===== src/shared/oss_pkg.sv =====
// Constants shared by the option strap and spindle start block.
package oss_pkg;

	// ==========================================================
	// Timing
	// ==========================================================
	localparam int unsigned CLK_HZ       = 20_000_000;
	localparam int unsigned SAMPLE_MS    = 250;
	localparam int unsigned SAMPLE_CYC   = SAMPLE_MS * (CLK_HZ / 1000);
	localparam int unsigned SPIN_STEP_S  = 12;
	localparam int unsigned SPIN_STEP_CYC = SPIN_STEP_S * CLK_HZ;

	// ==========================================================
	// Identifier
	// ==========================================================
	localparam int          ID_W        = 4;
	localparam logic [3:0]  ID_TOP_PRIO = 4'h7;
	localparam logic [3:0]  ID_ZERO     = 4'h0;
	localparam int          STRAP_W     = 5;

	// ==========================================================
	// Register map (byte addresses)
	// ==========================================================
	localparam logic [7:0] OFF_STATUS = 8'h00;
	localparam logic [7:0] OFF_CTRL   = 8'h04;
	localparam logic [7:0] OFF_ISTAT  = 8'h08;
	localparam logic [7:0] OFF_IMASK  = 8'h0C;

	// STATUS fields.
	localparam int ST_ID_LSB   = 0;
	localparam int ST_DS_BIT   = 4;
	localparam int ST_ME_BIT   = 5;
	localparam int ST_WP_BIT   = 6;
	localparam int ST_PD_BIT   = 7;
	localparam int ST_SE_BIT   = 8;
	localparam int ST_CFG_BIT  = 9;
	localparam int ST_SPIN_BIT = 10;
	localparam int ST_LVD_BIT  = 11;

	// CTRL fields.
	localparam int CTRL_START_BIT = 0;

	// Interrupt status and mask fields.
	localparam int IRQ_W        = 3;
	localparam int IRQ_CFG_BIT  = 0;
	localparam int IRQ_SPIN_BIT = 1;
	localparam int IRQ_PAR_BIT  = 2;
	localparam logic [2:0] IRQ_RST = 3'h0;

	// ==========================================================
	// Sequencer states
	// ==========================================================
	typedef enum logic [2:0] {
		ST_SAMPLE   = 3'b000,
		ST_DECIDE   = 3'b001,
		ST_DELAY    = 3'b010,
		ST_WAIT_CMD = 3'b011,
		ST_RUN      = 3'b100
	} oss_state_e;

endpackage : oss_pkg


===== src/design/oss_strap_loader.sv =====
// Option strap capture, spindle start sequencer and APB register file.
//
// Added by the designer: the placing of the registers and register access over APB.
`timescale 1ns/10ps

// Notes on behaviour
// Capture active-low identifier during sampling window.
// No start straps: spin immediately after power-up.
// Command strap only: wait for Start Unit.
// Delay strap only: wait identifier times twelve seconds.
// Both straps: Start Unit only, no delay.
// Write-protect strap protects entire storage.
// Parity-off strap: no checking, no reporting.
// Otherwise check parity and report result.
// Force-single-ended strap selects single-ended only.
// Otherwise mode follows DIFFSENS line.
// Strap changes apply only after reset.
// Host drives strap levels on connector variants.
// Identifier seven has highest arbitration priority.
// Captured straps held stable until reset.
module oss_strap_loader #(
	parameter int unsigned SAMPLE_CYC    = oss_pkg::SAMPLE_CYC,
	parameter int unsigned SPIN_STEP_CYC = oss_pkg::SPIN_STEP_CYC
) (
	// Clock and reset
	input  wire logic        CLK_SYS,
	input  wire logic        RESET,
	// Strap pins, active low
	input  wire logic [3:0]  BUS_ID_N,
	input  wire logic        DELAYED_SPIN_STRAP_N,
	input  wire logic        SPIN_ON_COMMAND_STRAP_N,
	input  wire logic        WRITE_PROT_STRAP_N,
	input  wire logic        PARITY_OFF_STRAP_N,
	input  wire logic        FORCE_SINGLE_ENDED_STRAP_N,
	// Bus mode sense pin
	input  wire logic        DIFFSENS,
	// Parity checker result, one-cycle pulse
	input  wire logic        PARITY_FAIL,
	// APB slave
	input  wire logic        PSEL,
	input  wire logic        PENABLE,
	input  wire logic        PWRITE,
	input  wire logic [7:0]  PADDR,
	input  wire logic [31:0] PWDATA,
	output logic             PREADY,
	output logic      [31:0] PRDATA,
	output logic             PSLVERR,
	// Decoded controls
	output logic      [3:0]  BUS_ID,
	output logic             ID_TOP_PRIORITY,
	output logic             CONFIG_VALID,
	output logic             SPIN_ENABLE,
	output logic             WRITE_PROTECT,
	output logic             PARITY_CHECK_EN,
	output logic             PARITY_ERR_REPORT,
	output logic             LVD_MODE,
	// Interrupt
	output logic             IRQ
);

	// ==========================================================
	// Synchronisers
	// ==========================================================
	localparam logic [9:0] SYNC_RST = 10'h3FE;

	logic [9:0] pins_s;
	logic [3:0] id_s;
	logic       ds_s;
	logic       me_s;
	logic       wp_s;
	logic       pd_s;
	logic       se_s;
	logic       diff_s;

	oss_sync #(.W(10), .RST(SYNC_RST)) u_sync (
		.clk (CLK_SYS),
		.rst (RESET),
		.d   ({BUS_ID_N, DELAYED_SPIN_STRAP_N,
		       SPIN_ON_COMMAND_STRAP_N, WRITE_PROT_STRAP_N,
		       PARITY_OFF_STRAP_N, FORCE_SINGLE_ENDED_STRAP_N,
		       DIFFSENS}),
		.q   (pins_s)
	);

	assign id_s   = ~pins_s[9:6];
	assign ds_s   = ~pins_s[5];
	assign me_s   = ~pins_s[4];
	assign wp_s   = ~pins_s[3];
	assign pd_s   = ~pins_s[2];
	assign se_s   = ~pins_s[1];
	assign diff_s = pins_s[0];

	// ==========================================================
	// Strap capture
	// ==========================================================
	oss_pkg::oss_state_e state_r;
	logic [31:0] win_cnt_r;
	logic [3:0]  id_r;
	logic        ds_r;
	logic        me_r;
	logic        wp_r;
	logic        pd_r;
	logic        se_r;
	logic        win_end;

	assign win_end = (state_r == oss_pkg::ST_SAMPLE)
		&& (win_cnt_r == SAMPLE_CYC - 1);

	always_ff @(posedge CLK_SYS or posedge RESET)
	begin
		if (RESET)
			win_cnt_r <= 32'h0000_0000;
		else if (state_r == oss_pkg::ST_SAMPLE && !win_end)
			win_cnt_r <= win_cnt_r + 32'h0000_0001;
	end

	// Straps are tracked over the whole window; the last sample wins.
	always_ff @(posedge CLK_SYS or posedge RESET)
	begin
		if (RESET)
		begin
			id_r <= 4'h0;
			ds_r <= 1'b0;
			me_r <= 1'b0;
			wp_r <= 1'b0;
			pd_r <= 1'b0;
			se_r <= 1'b0;
		end
		else if (state_r == oss_pkg::ST_SAMPLE)
		begin
			id_r <= id_s;
			ds_r <= ds_s;
			me_r <= me_s;
			wp_r <= wp_s;
			pd_r <= pd_s;
			se_r <= se_s;
		end
	end

	// ==========================================================
	// Register file
	// ==========================================================
	logic       setup;
	logic       wr_acc;
	logic       start_cmd;
	logic [2:0] istat_r;
	logic [2:0] imask_r;
	logic [2:0] irq_evt;
	logic [2:0] w1c;

	assign setup  = PSEL && !PENABLE;
	assign wr_acc = PSEL && PENABLE && PREADY && PWRITE;
	assign start_cmd = wr_acc && (PADDR == oss_pkg::OFF_CTRL)
		&& PWDATA[oss_pkg::CTRL_START_BIT];
	assign w1c = (wr_acc && PADDR == oss_pkg::OFF_ISTAT)
		? PWDATA[2:0] : 3'h0;

	function automatic logic addr_ok(input logic [7:0] a);
		addr_ok = (a == oss_pkg::OFF_STATUS) || (a == oss_pkg::OFF_CTRL)
			|| (a == oss_pkg::OFF_ISTAT) || (a == oss_pkg::OFF_IMASK);
	endfunction : addr_ok

	function automatic logic [31:0] rd_mux(input logic [7:0] a);
		logic [31:0] v;
		v = 32'h0000_0000;
		case (a)
			oss_pkg::OFF_STATUS:
			begin
				v[oss_pkg::ST_ID_LSB +: oss_pkg::ID_W] = id_r;
				v[oss_pkg::ST_DS_BIT]   = ds_r;
				v[oss_pkg::ST_ME_BIT]   = me_r;
				v[oss_pkg::ST_WP_BIT]   = wp_r;
				v[oss_pkg::ST_PD_BIT]   = pd_r;
				v[oss_pkg::ST_SE_BIT]   = se_r;
				v[oss_pkg::ST_CFG_BIT]  = CONFIG_VALID;
				v[oss_pkg::ST_SPIN_BIT] = SPIN_ENABLE;
				v[oss_pkg::ST_LVD_BIT]  = LVD_MODE;
			end
			oss_pkg::OFF_ISTAT: v[oss_pkg::IRQ_W-1:0] = istat_r;
			oss_pkg::OFF_IMASK: v[oss_pkg::IRQ_W-1:0] = imask_r;
			default:            v = 32'h0000_0000;
		endcase
		rd_mux = v;
	endfunction : rd_mux

	// Zero wait states: ready and data are registered in the setup cycle.
	always_ff @(posedge CLK_SYS or posedge RESET)
	begin
		if (RESET)
		begin
			PREADY  <= 1'b0;
			PRDATA  <= 32'h0000_0000;
			PSLVERR <= 1'b0;
		end
		else
		begin
			PREADY  <= setup;
			PRDATA  <= (setup && !PWRITE) ? rd_mux(PADDR) : 32'h0000_0000;
			PSLVERR <= setup && !addr_ok(PADDR);
		end
	end

	// A new event beats a simultaneous write-one-to-clear.
	always_ff @(posedge CLK_SYS or posedge RESET)
	begin
		if (RESET)
		begin
			imask_r <= oss_pkg::IRQ_RST;
			istat_r <= oss_pkg::IRQ_RST;
			IRQ     <= 1'b0;
		end
		else
		begin
			if (wr_acc && PADDR == oss_pkg::OFF_IMASK)
				imask_r <= PWDATA[oss_pkg::IRQ_W-1:0];
			istat_r <= (istat_r & ~w1c) | irq_evt;
			IRQ     <= |(((istat_r & ~w1c) | irq_evt) & imask_r);
		end
	end

	// ==========================================================
	// Spindle start sequencer
	// ==========================================================
	logic [31:0] step_cnt_r;
	logic [3:0]  id_left_r;
	logic        spin_go;

	always_ff @(posedge CLK_SYS or posedge RESET)
	begin
		if (RESET)
		begin
			state_r    <= oss_pkg::ST_SAMPLE;
			step_cnt_r <= 32'h0000_0000;
			id_left_r  <= 4'h0;
		end
		else
		begin
			case (state_r)
				oss_pkg::ST_SAMPLE:
					if (win_end)
						state_r <= oss_pkg::ST_DECIDE;
				oss_pkg::ST_DECIDE:
				begin
					step_cnt_r <= 32'h0000_0000;
					id_left_r  <= id_r;
					if (me_r)
						state_r <= oss_pkg::ST_WAIT_CMD;
					else if (ds_r && id_r != oss_pkg::ID_ZERO)
						state_r <= oss_pkg::ST_DELAY;
					else
						state_r <= oss_pkg::ST_RUN;
				end
				oss_pkg::ST_DELAY:
					if (step_cnt_r == SPIN_STEP_CYC - 1)
					begin
						step_cnt_r <= 32'h0000_0000;
						id_left_r  <= id_left_r - 4'h1;
						if (id_left_r == 4'h1)
							state_r <= oss_pkg::ST_RUN;
					end
					else
						step_cnt_r <= step_cnt_r + 32'h0000_0001;
				oss_pkg::ST_WAIT_CMD:
					if (start_cmd)
						state_r <= oss_pkg::ST_RUN;
				oss_pkg::ST_RUN:
					state_r <= oss_pkg::ST_RUN;
				default:
					state_r <= oss_pkg::ST_SAMPLE;
			endcase
		end
	end

	assign spin_go = (state_r == oss_pkg::ST_DECIDE && !me_r
			&& (!ds_r || id_r == oss_pkg::ID_ZERO))
		|| (state_r == oss_pkg::ST_DELAY && id_left_r == 4'h1
			&& step_cnt_r == SPIN_STEP_CYC - 1)
		|| (state_r == oss_pkg::ST_WAIT_CMD && start_cmd);

	assign irq_evt = {PARITY_FAIL && !pd_r && CONFIG_VALID,
		spin_go, win_end};

	// ==========================================================
	// Decoded control outputs
	// ==========================================================
	always_ff @(posedge CLK_SYS or posedge RESET)
	begin
		if (RESET)
		begin
			BUS_ID            <= 4'h0;
			ID_TOP_PRIORITY   <= 1'b0;
			CONFIG_VALID      <= 1'b0;
			SPIN_ENABLE       <= 1'b0;
			WRITE_PROTECT     <= 1'b1;
			PARITY_CHECK_EN   <= 1'b0;
			PARITY_ERR_REPORT <= 1'b0;
			LVD_MODE          <= 1'b0;
		end
		else
		begin
			BUS_ID          <= id_r;
			ID_TOP_PRIORITY <= CONFIG_VALID
				&& id_r == oss_pkg::ID_TOP_PRIO;
			CONFIG_VALID    <= CONFIG_VALID || win_end;
			SPIN_ENABLE     <= SPIN_ENABLE || spin_go;
			// Writes stay blocked until the straps are known.
			WRITE_PROTECT   <= !CONFIG_VALID || wp_r;
			PARITY_CHECK_EN <= CONFIG_VALID && !pd_r;
			PARITY_ERR_REPORT <= CONFIG_VALID && !pd_r
				&& PARITY_FAIL;
			LVD_MODE        <= CONFIG_VALID && !se_r
				&& diff_s;
		end
	end
endmodule : oss_strap_loader


===== src/design/oss_sync.sv =====
// Two flip-flop synchroniser for a bundle of asynchronous levels.
`timescale 1ns/10ps
module oss_sync #(
	parameter int          W   = 1,
	parameter logic [W-1:0] RST = '0
) (
	// Clock and reset
	input  wire logic         clk,
	input  wire logic         rst,
	// Levels
	input  wire logic [W-1:0] d,
	output logic      [W-1:0] q
);

	logic [W-1:0] meta_r;

	always_ff @(posedge clk or posedge rst)
	begin
		if (rst)
		begin
			meta_r <= RST;
			q      <= RST;
		end
		else
		begin
			meta_r <= d;
			q      <= meta_r;
		end
	end

endmodule : oss_sync


===== config.mk =====
export PLATFORM = sky130hd
export DESIGN_NAME = oss_strap_loader
export DESIGN_NICKNAME = d
export VERILOG_FILES = /design/src/shared/oss_pkg.sv /design/src/design/oss_strap_loader.sv /design/src/design/oss_sync.sv
export SDC_FILE = /design/constraint.sdc
export NUM_CORES = 1
export LEC_CHECK = 0
export CORE_MARGIN = 3
export CORE_UTILIZATION = 55
export CTS_CLUSTER_SIZE = 16
export DETAILED_ROUTE_END_ITERATION = 8
export DONT_BUFFER_PORTS = 1
export GPL_TIMING_DRIVEN = 0
export MAX_ROUTING_LAYER = met4
export PLACE_DENSITY = 0.7
export SYNTH_ARGS = -nofsm -noshare
export SYNTH_HDL_FRONTEND = slang
export SYNTH_SLANG_ARGS = --single-unit

===== constraint.sdc =====
create_clock -name CLK_SYS -period 5.75 [get_ports CLK_SYS]
set_clock_uncertainty 0.1 [all_clocks]
set_input_delay 0.575 -clock CLK_SYS [delete_from_list [all_inputs] [get_ports CLK_SYS]]
set_output_delay 0.575 -clock CLK_SYS [all_outputs]
set_load 0.005 [all_outputs]

==> qor.yml <==
final_layout:
  multi_input_comb_area_um2: 2610
  fillers: 788
  areaGrowthSynthToFinish_pct: 16.0
  seq_area_um2: 3330
  final_layout_size_suffix_gt1_frac: 0.169
  final_area_um2: 7130
  finish.net_count: 693
  antenna-diode-count: 0
route:
  route.vias.total: 4620
  detail_route.first_pass.iterations: 7
  drt.antenna.violating_nets: 0
  drc_errors: 0
  avgViaCountPerCell: 5.91
  initialDrtViolationCount: 402
  wire_per_inst_um: 17.3
  routed_wirelength_um: 13500
worst_setup_path:
  worst_path_largest_cell_delay_ns: 0.49
  highest_fanout_seen_on_the_critical_path: 10
  worst_ep_arrival_time_ns: 2.63
  timing_worst_setup_path_type: "reg -> reg"
  number_of_cells_on_the_worst_reg_to_reg_path: 7
  critPathSlowestCell: "sky130_fd_sc_hd__clkbuf_1"
  setup.worst_path.end_class: "flop"
  startpoint_type: "flop"
  critical_path.cell_chain: "buf_4 -> or3b_4 -> clkbuf_1 -> clkbuf_1 -> a31oi_1 -> o21ai_0 -> o21ai_0"
  worst_ep_required_time_ns: 6.03
global_routing:
  overflow: 0
  grt_first_pass_wirelength_um: 22700
  globalRouteTotalUtil: 0.233
  number_of_global_route_vias_before_repair: 4647
  grt_antenna_before_repair: 0
  maximum_number_of_pins_on_one_net_before_global_route_repair: 83
clock_tree:
  tritoncts.num_buffers: 17
  clk_transition_reported_paths_ns: 0.06
  clock_sinks: 132
  cts.root.buffer_cell: "sky130_fd_sc_hd__clkbuf_8"
  clock_tree_from_tritoncts: "yes"
  cts-htree-levels: 4
  clock_insertion_delay_worst_skew_ns: 0.52
  clock_path_buffers: 2
timing:
  max_slew_headroom_at_the_worst_pin: 0.295
  timing.fmax_ghz: 0.426
  layout_worst_path_cycle_share: 0.409
  unrepaired_setup_endpoints_after_global_routing: "false"
  fin_setup_tns_ns: 0
  finalSetupViolCount: 0
  least_margin_pin_slew_ns: 1.05
  post-route-min-period_ns: 2.35
  finalHoldViolations: 0
  timing_max_transition_violations_final: 0
floorplanning:
  core_area_um2: 10600
  num_rows: 37
  die-area_um2: 12500
  effective_utilization_at_floorplan: 0.580
  die-height_um: 112
  chipWidth_um: 112
  number_of_primary_i_o_pins: 102
yosys:
  synthDominantAreaCellType: "sky130_fd_sc_hd__dfrtp_1"
  synth.area.top_cells: "sky130_fd_sc_hd__dfrtp_1 (46%), sky130_fd_sc_hd__dfstp_2 (8.1%), sky130_fd_sc_hd__nor2_1 (3.3%), sky130_fd_sc_hd__nand3_1 (3.2%), sky130_fd_sc_hd__xor2_1 (2.8%)"
  yosys_warnings: 0
  postSynthRegisterBits: 132
  synth-edff-count: 0
  synthMostInstantiatedCell: "sky130_fd_sc_hd__dfrtp_1"
  synth_largest_type_area_fraction: 0.460
  post_synth_inst_count: 583
  yosys-top-cells-count: "sky130_fd_sc_hd__dfrtp_1 (113), sky130_fd_sc_hd__nor2_1 (54), sky130_fd_sc_hd__nand2_1 (43)"
  synth-seq-area-share: 0.541
  post_synth_instance_area_um2: 6150
  synth_ff_type: "sky130_fd_sc_hd__dfrtp_1"
  syn_avg_cell_area_um2: 10.6
  synth_async_sr_flop_share: 1.00
  netlist-cell-type-count: 68
power_and_ir_drop:
  cellLeakagePower_uw: 0.00315
  worst_ir_drop_on_vdd_uv: 298
  powerDensity_nw_per_um2: 294
placed_design:
  dp_wirelength_um: 9240
  port_buffers: 0
  dpl-instance-area_um2: 6420
  gp_routability_congestion: 0.874
worst_hold_path:
  min-delay-path-class: "in -> reg"
  worst_hold_path.num_cells: 1
flow_run:
  maxCapViolations: 0
run_status:
  outcome: "finished clean"
per-stage QoR:
stage                     worst slack (ns)  utilization  std cells  hold WS [ns]  total power [uW]
after floorplan                       1.58            -        602         0.231              1000
after global routing                  3.28        0.673        782        0.0857              2170
after global placement               0.362        0.603        738         0.235              1010
after CTS                             3.41        0.673        782        0.0940              2110
final                                 3.40        0.673        782         0.108              2100
after detailed placement              3.05        0.606        739         0.247              1020
worst paths after layout:
| check | start | endpoint | slack [ns] |
|---|---|---|---|
| worst max-delay path | state_r[1] | step_cnt_r[6] | 3.40 |
| worst max register to register | state_r[1] | step_cnt_r[6] | 3.40 |
| worst min-delay path | PWDATA[0] | imask_r[0] | 0.11 |
| max in group asynchronous | RESET | WRITE_PROTECT | 4.30 |
| min in group asynchronous | RESET | win_cnt_r[27] | 0.48 |
| worst min register to register | u_sync.meta_r[4] | u_sync.q[4] | 0.25 |
final cells by class:
class / instances / area share
multi-input cells: 417 / 0.365
clock inverters: 15 / 0.0258
plain buffers: 36 / 0.0317
flip-flops and latches: 132 / 0.466
clock buffers: 17 / 0.0581
inverters: 17 / 0.00965
repair buffers: 12 / 0.0193
well taps: 136 / 0.0239
layout by cell type (no fill, tap or decap), drive strengths merged, types with 3 or more instances in the layout:
master,count
nor4b,6
nor3,10
conb,20
dlygate4sd3,11
nand2,43
clkbuf,27
and4,10
nor4,13
and3b,3
nand4,27
nand2b,8
xor2,20
o21ai,30
nor2b,6
inv,27
a31oi,11
dfstp,19
dfrtp,113
nand3,40
ha,4
a21oi,16
a211oi,3
nor2,54
or4,6
mux2i,4
and3,9
mux2,5
or3,8
xnor2,16
or2,4
buf,27
and2,11
o31ai,3
worst max-delay path: cells and delay by family, from the launching register on:
family | cells | cell delay (ns)
buffers and inverters | 3 | 1.05
AOI/OAI and AO/OA | 3 | 0.39
DFF | 1 | 0.38
and+or+nand+nor | 1 | 0.29
state kept, by name (all words and copies together), names as in the netlist, 3 cells and up:
| signal | count |
|---|---|
| imask_r | 3 |
| PRDATA | 12 |
| step_cnt_r | 32 |
| win_cnt_r | 32 |
| state_r | 3 |
| u_sync.q | 10 |
| id_left_r | 4 |
| u_sync.meta_r | 10 |
| id_r | 4 |
| BUS_ID | 4 |
| istat_r | 3 |
where the power goes:
group / switching [uW] / total [uW] / internal [uW] / leakage, uW
registers: 8.10 / 955 / 946 / 0.00172
logic: 30.5 / 51.1 / 20.6 / 0.00114
clock network: 453 / 1090 / 639 / 0.000290
total: 492 / 2100 / 1610 / 0.00315
metal layers:
layer | part of all wire | global-route usage
met5 | 0 | -
met4 | 0.016 | 0.0787
met3 | 0.058 | 0.0495
met2 | 0.49 | 0.369
met1 | 0.43 | 0.300
what timing repair did:
action                                 CTS  global route
hold buffers                            11             0
gates resized for setup                  0             0
setup buffers                            0             0
endpoints found under the hold margin   42             0
cells by family after synthesis:
kind of cell    count (synthesis)  share of synthesized area
simple gates                  264                      0.248
flops                         132                      0.541
compound gates                 84                     0.0879
buf+inv                        53                     0.0472
xor+xnor                       36                     0.0513
mux                             9                     0.0157
fa+ha+maj                       4                    0.00814
other cells                     1                   0.000610
No activity file was read; power rests on OpenSTA's default activity.
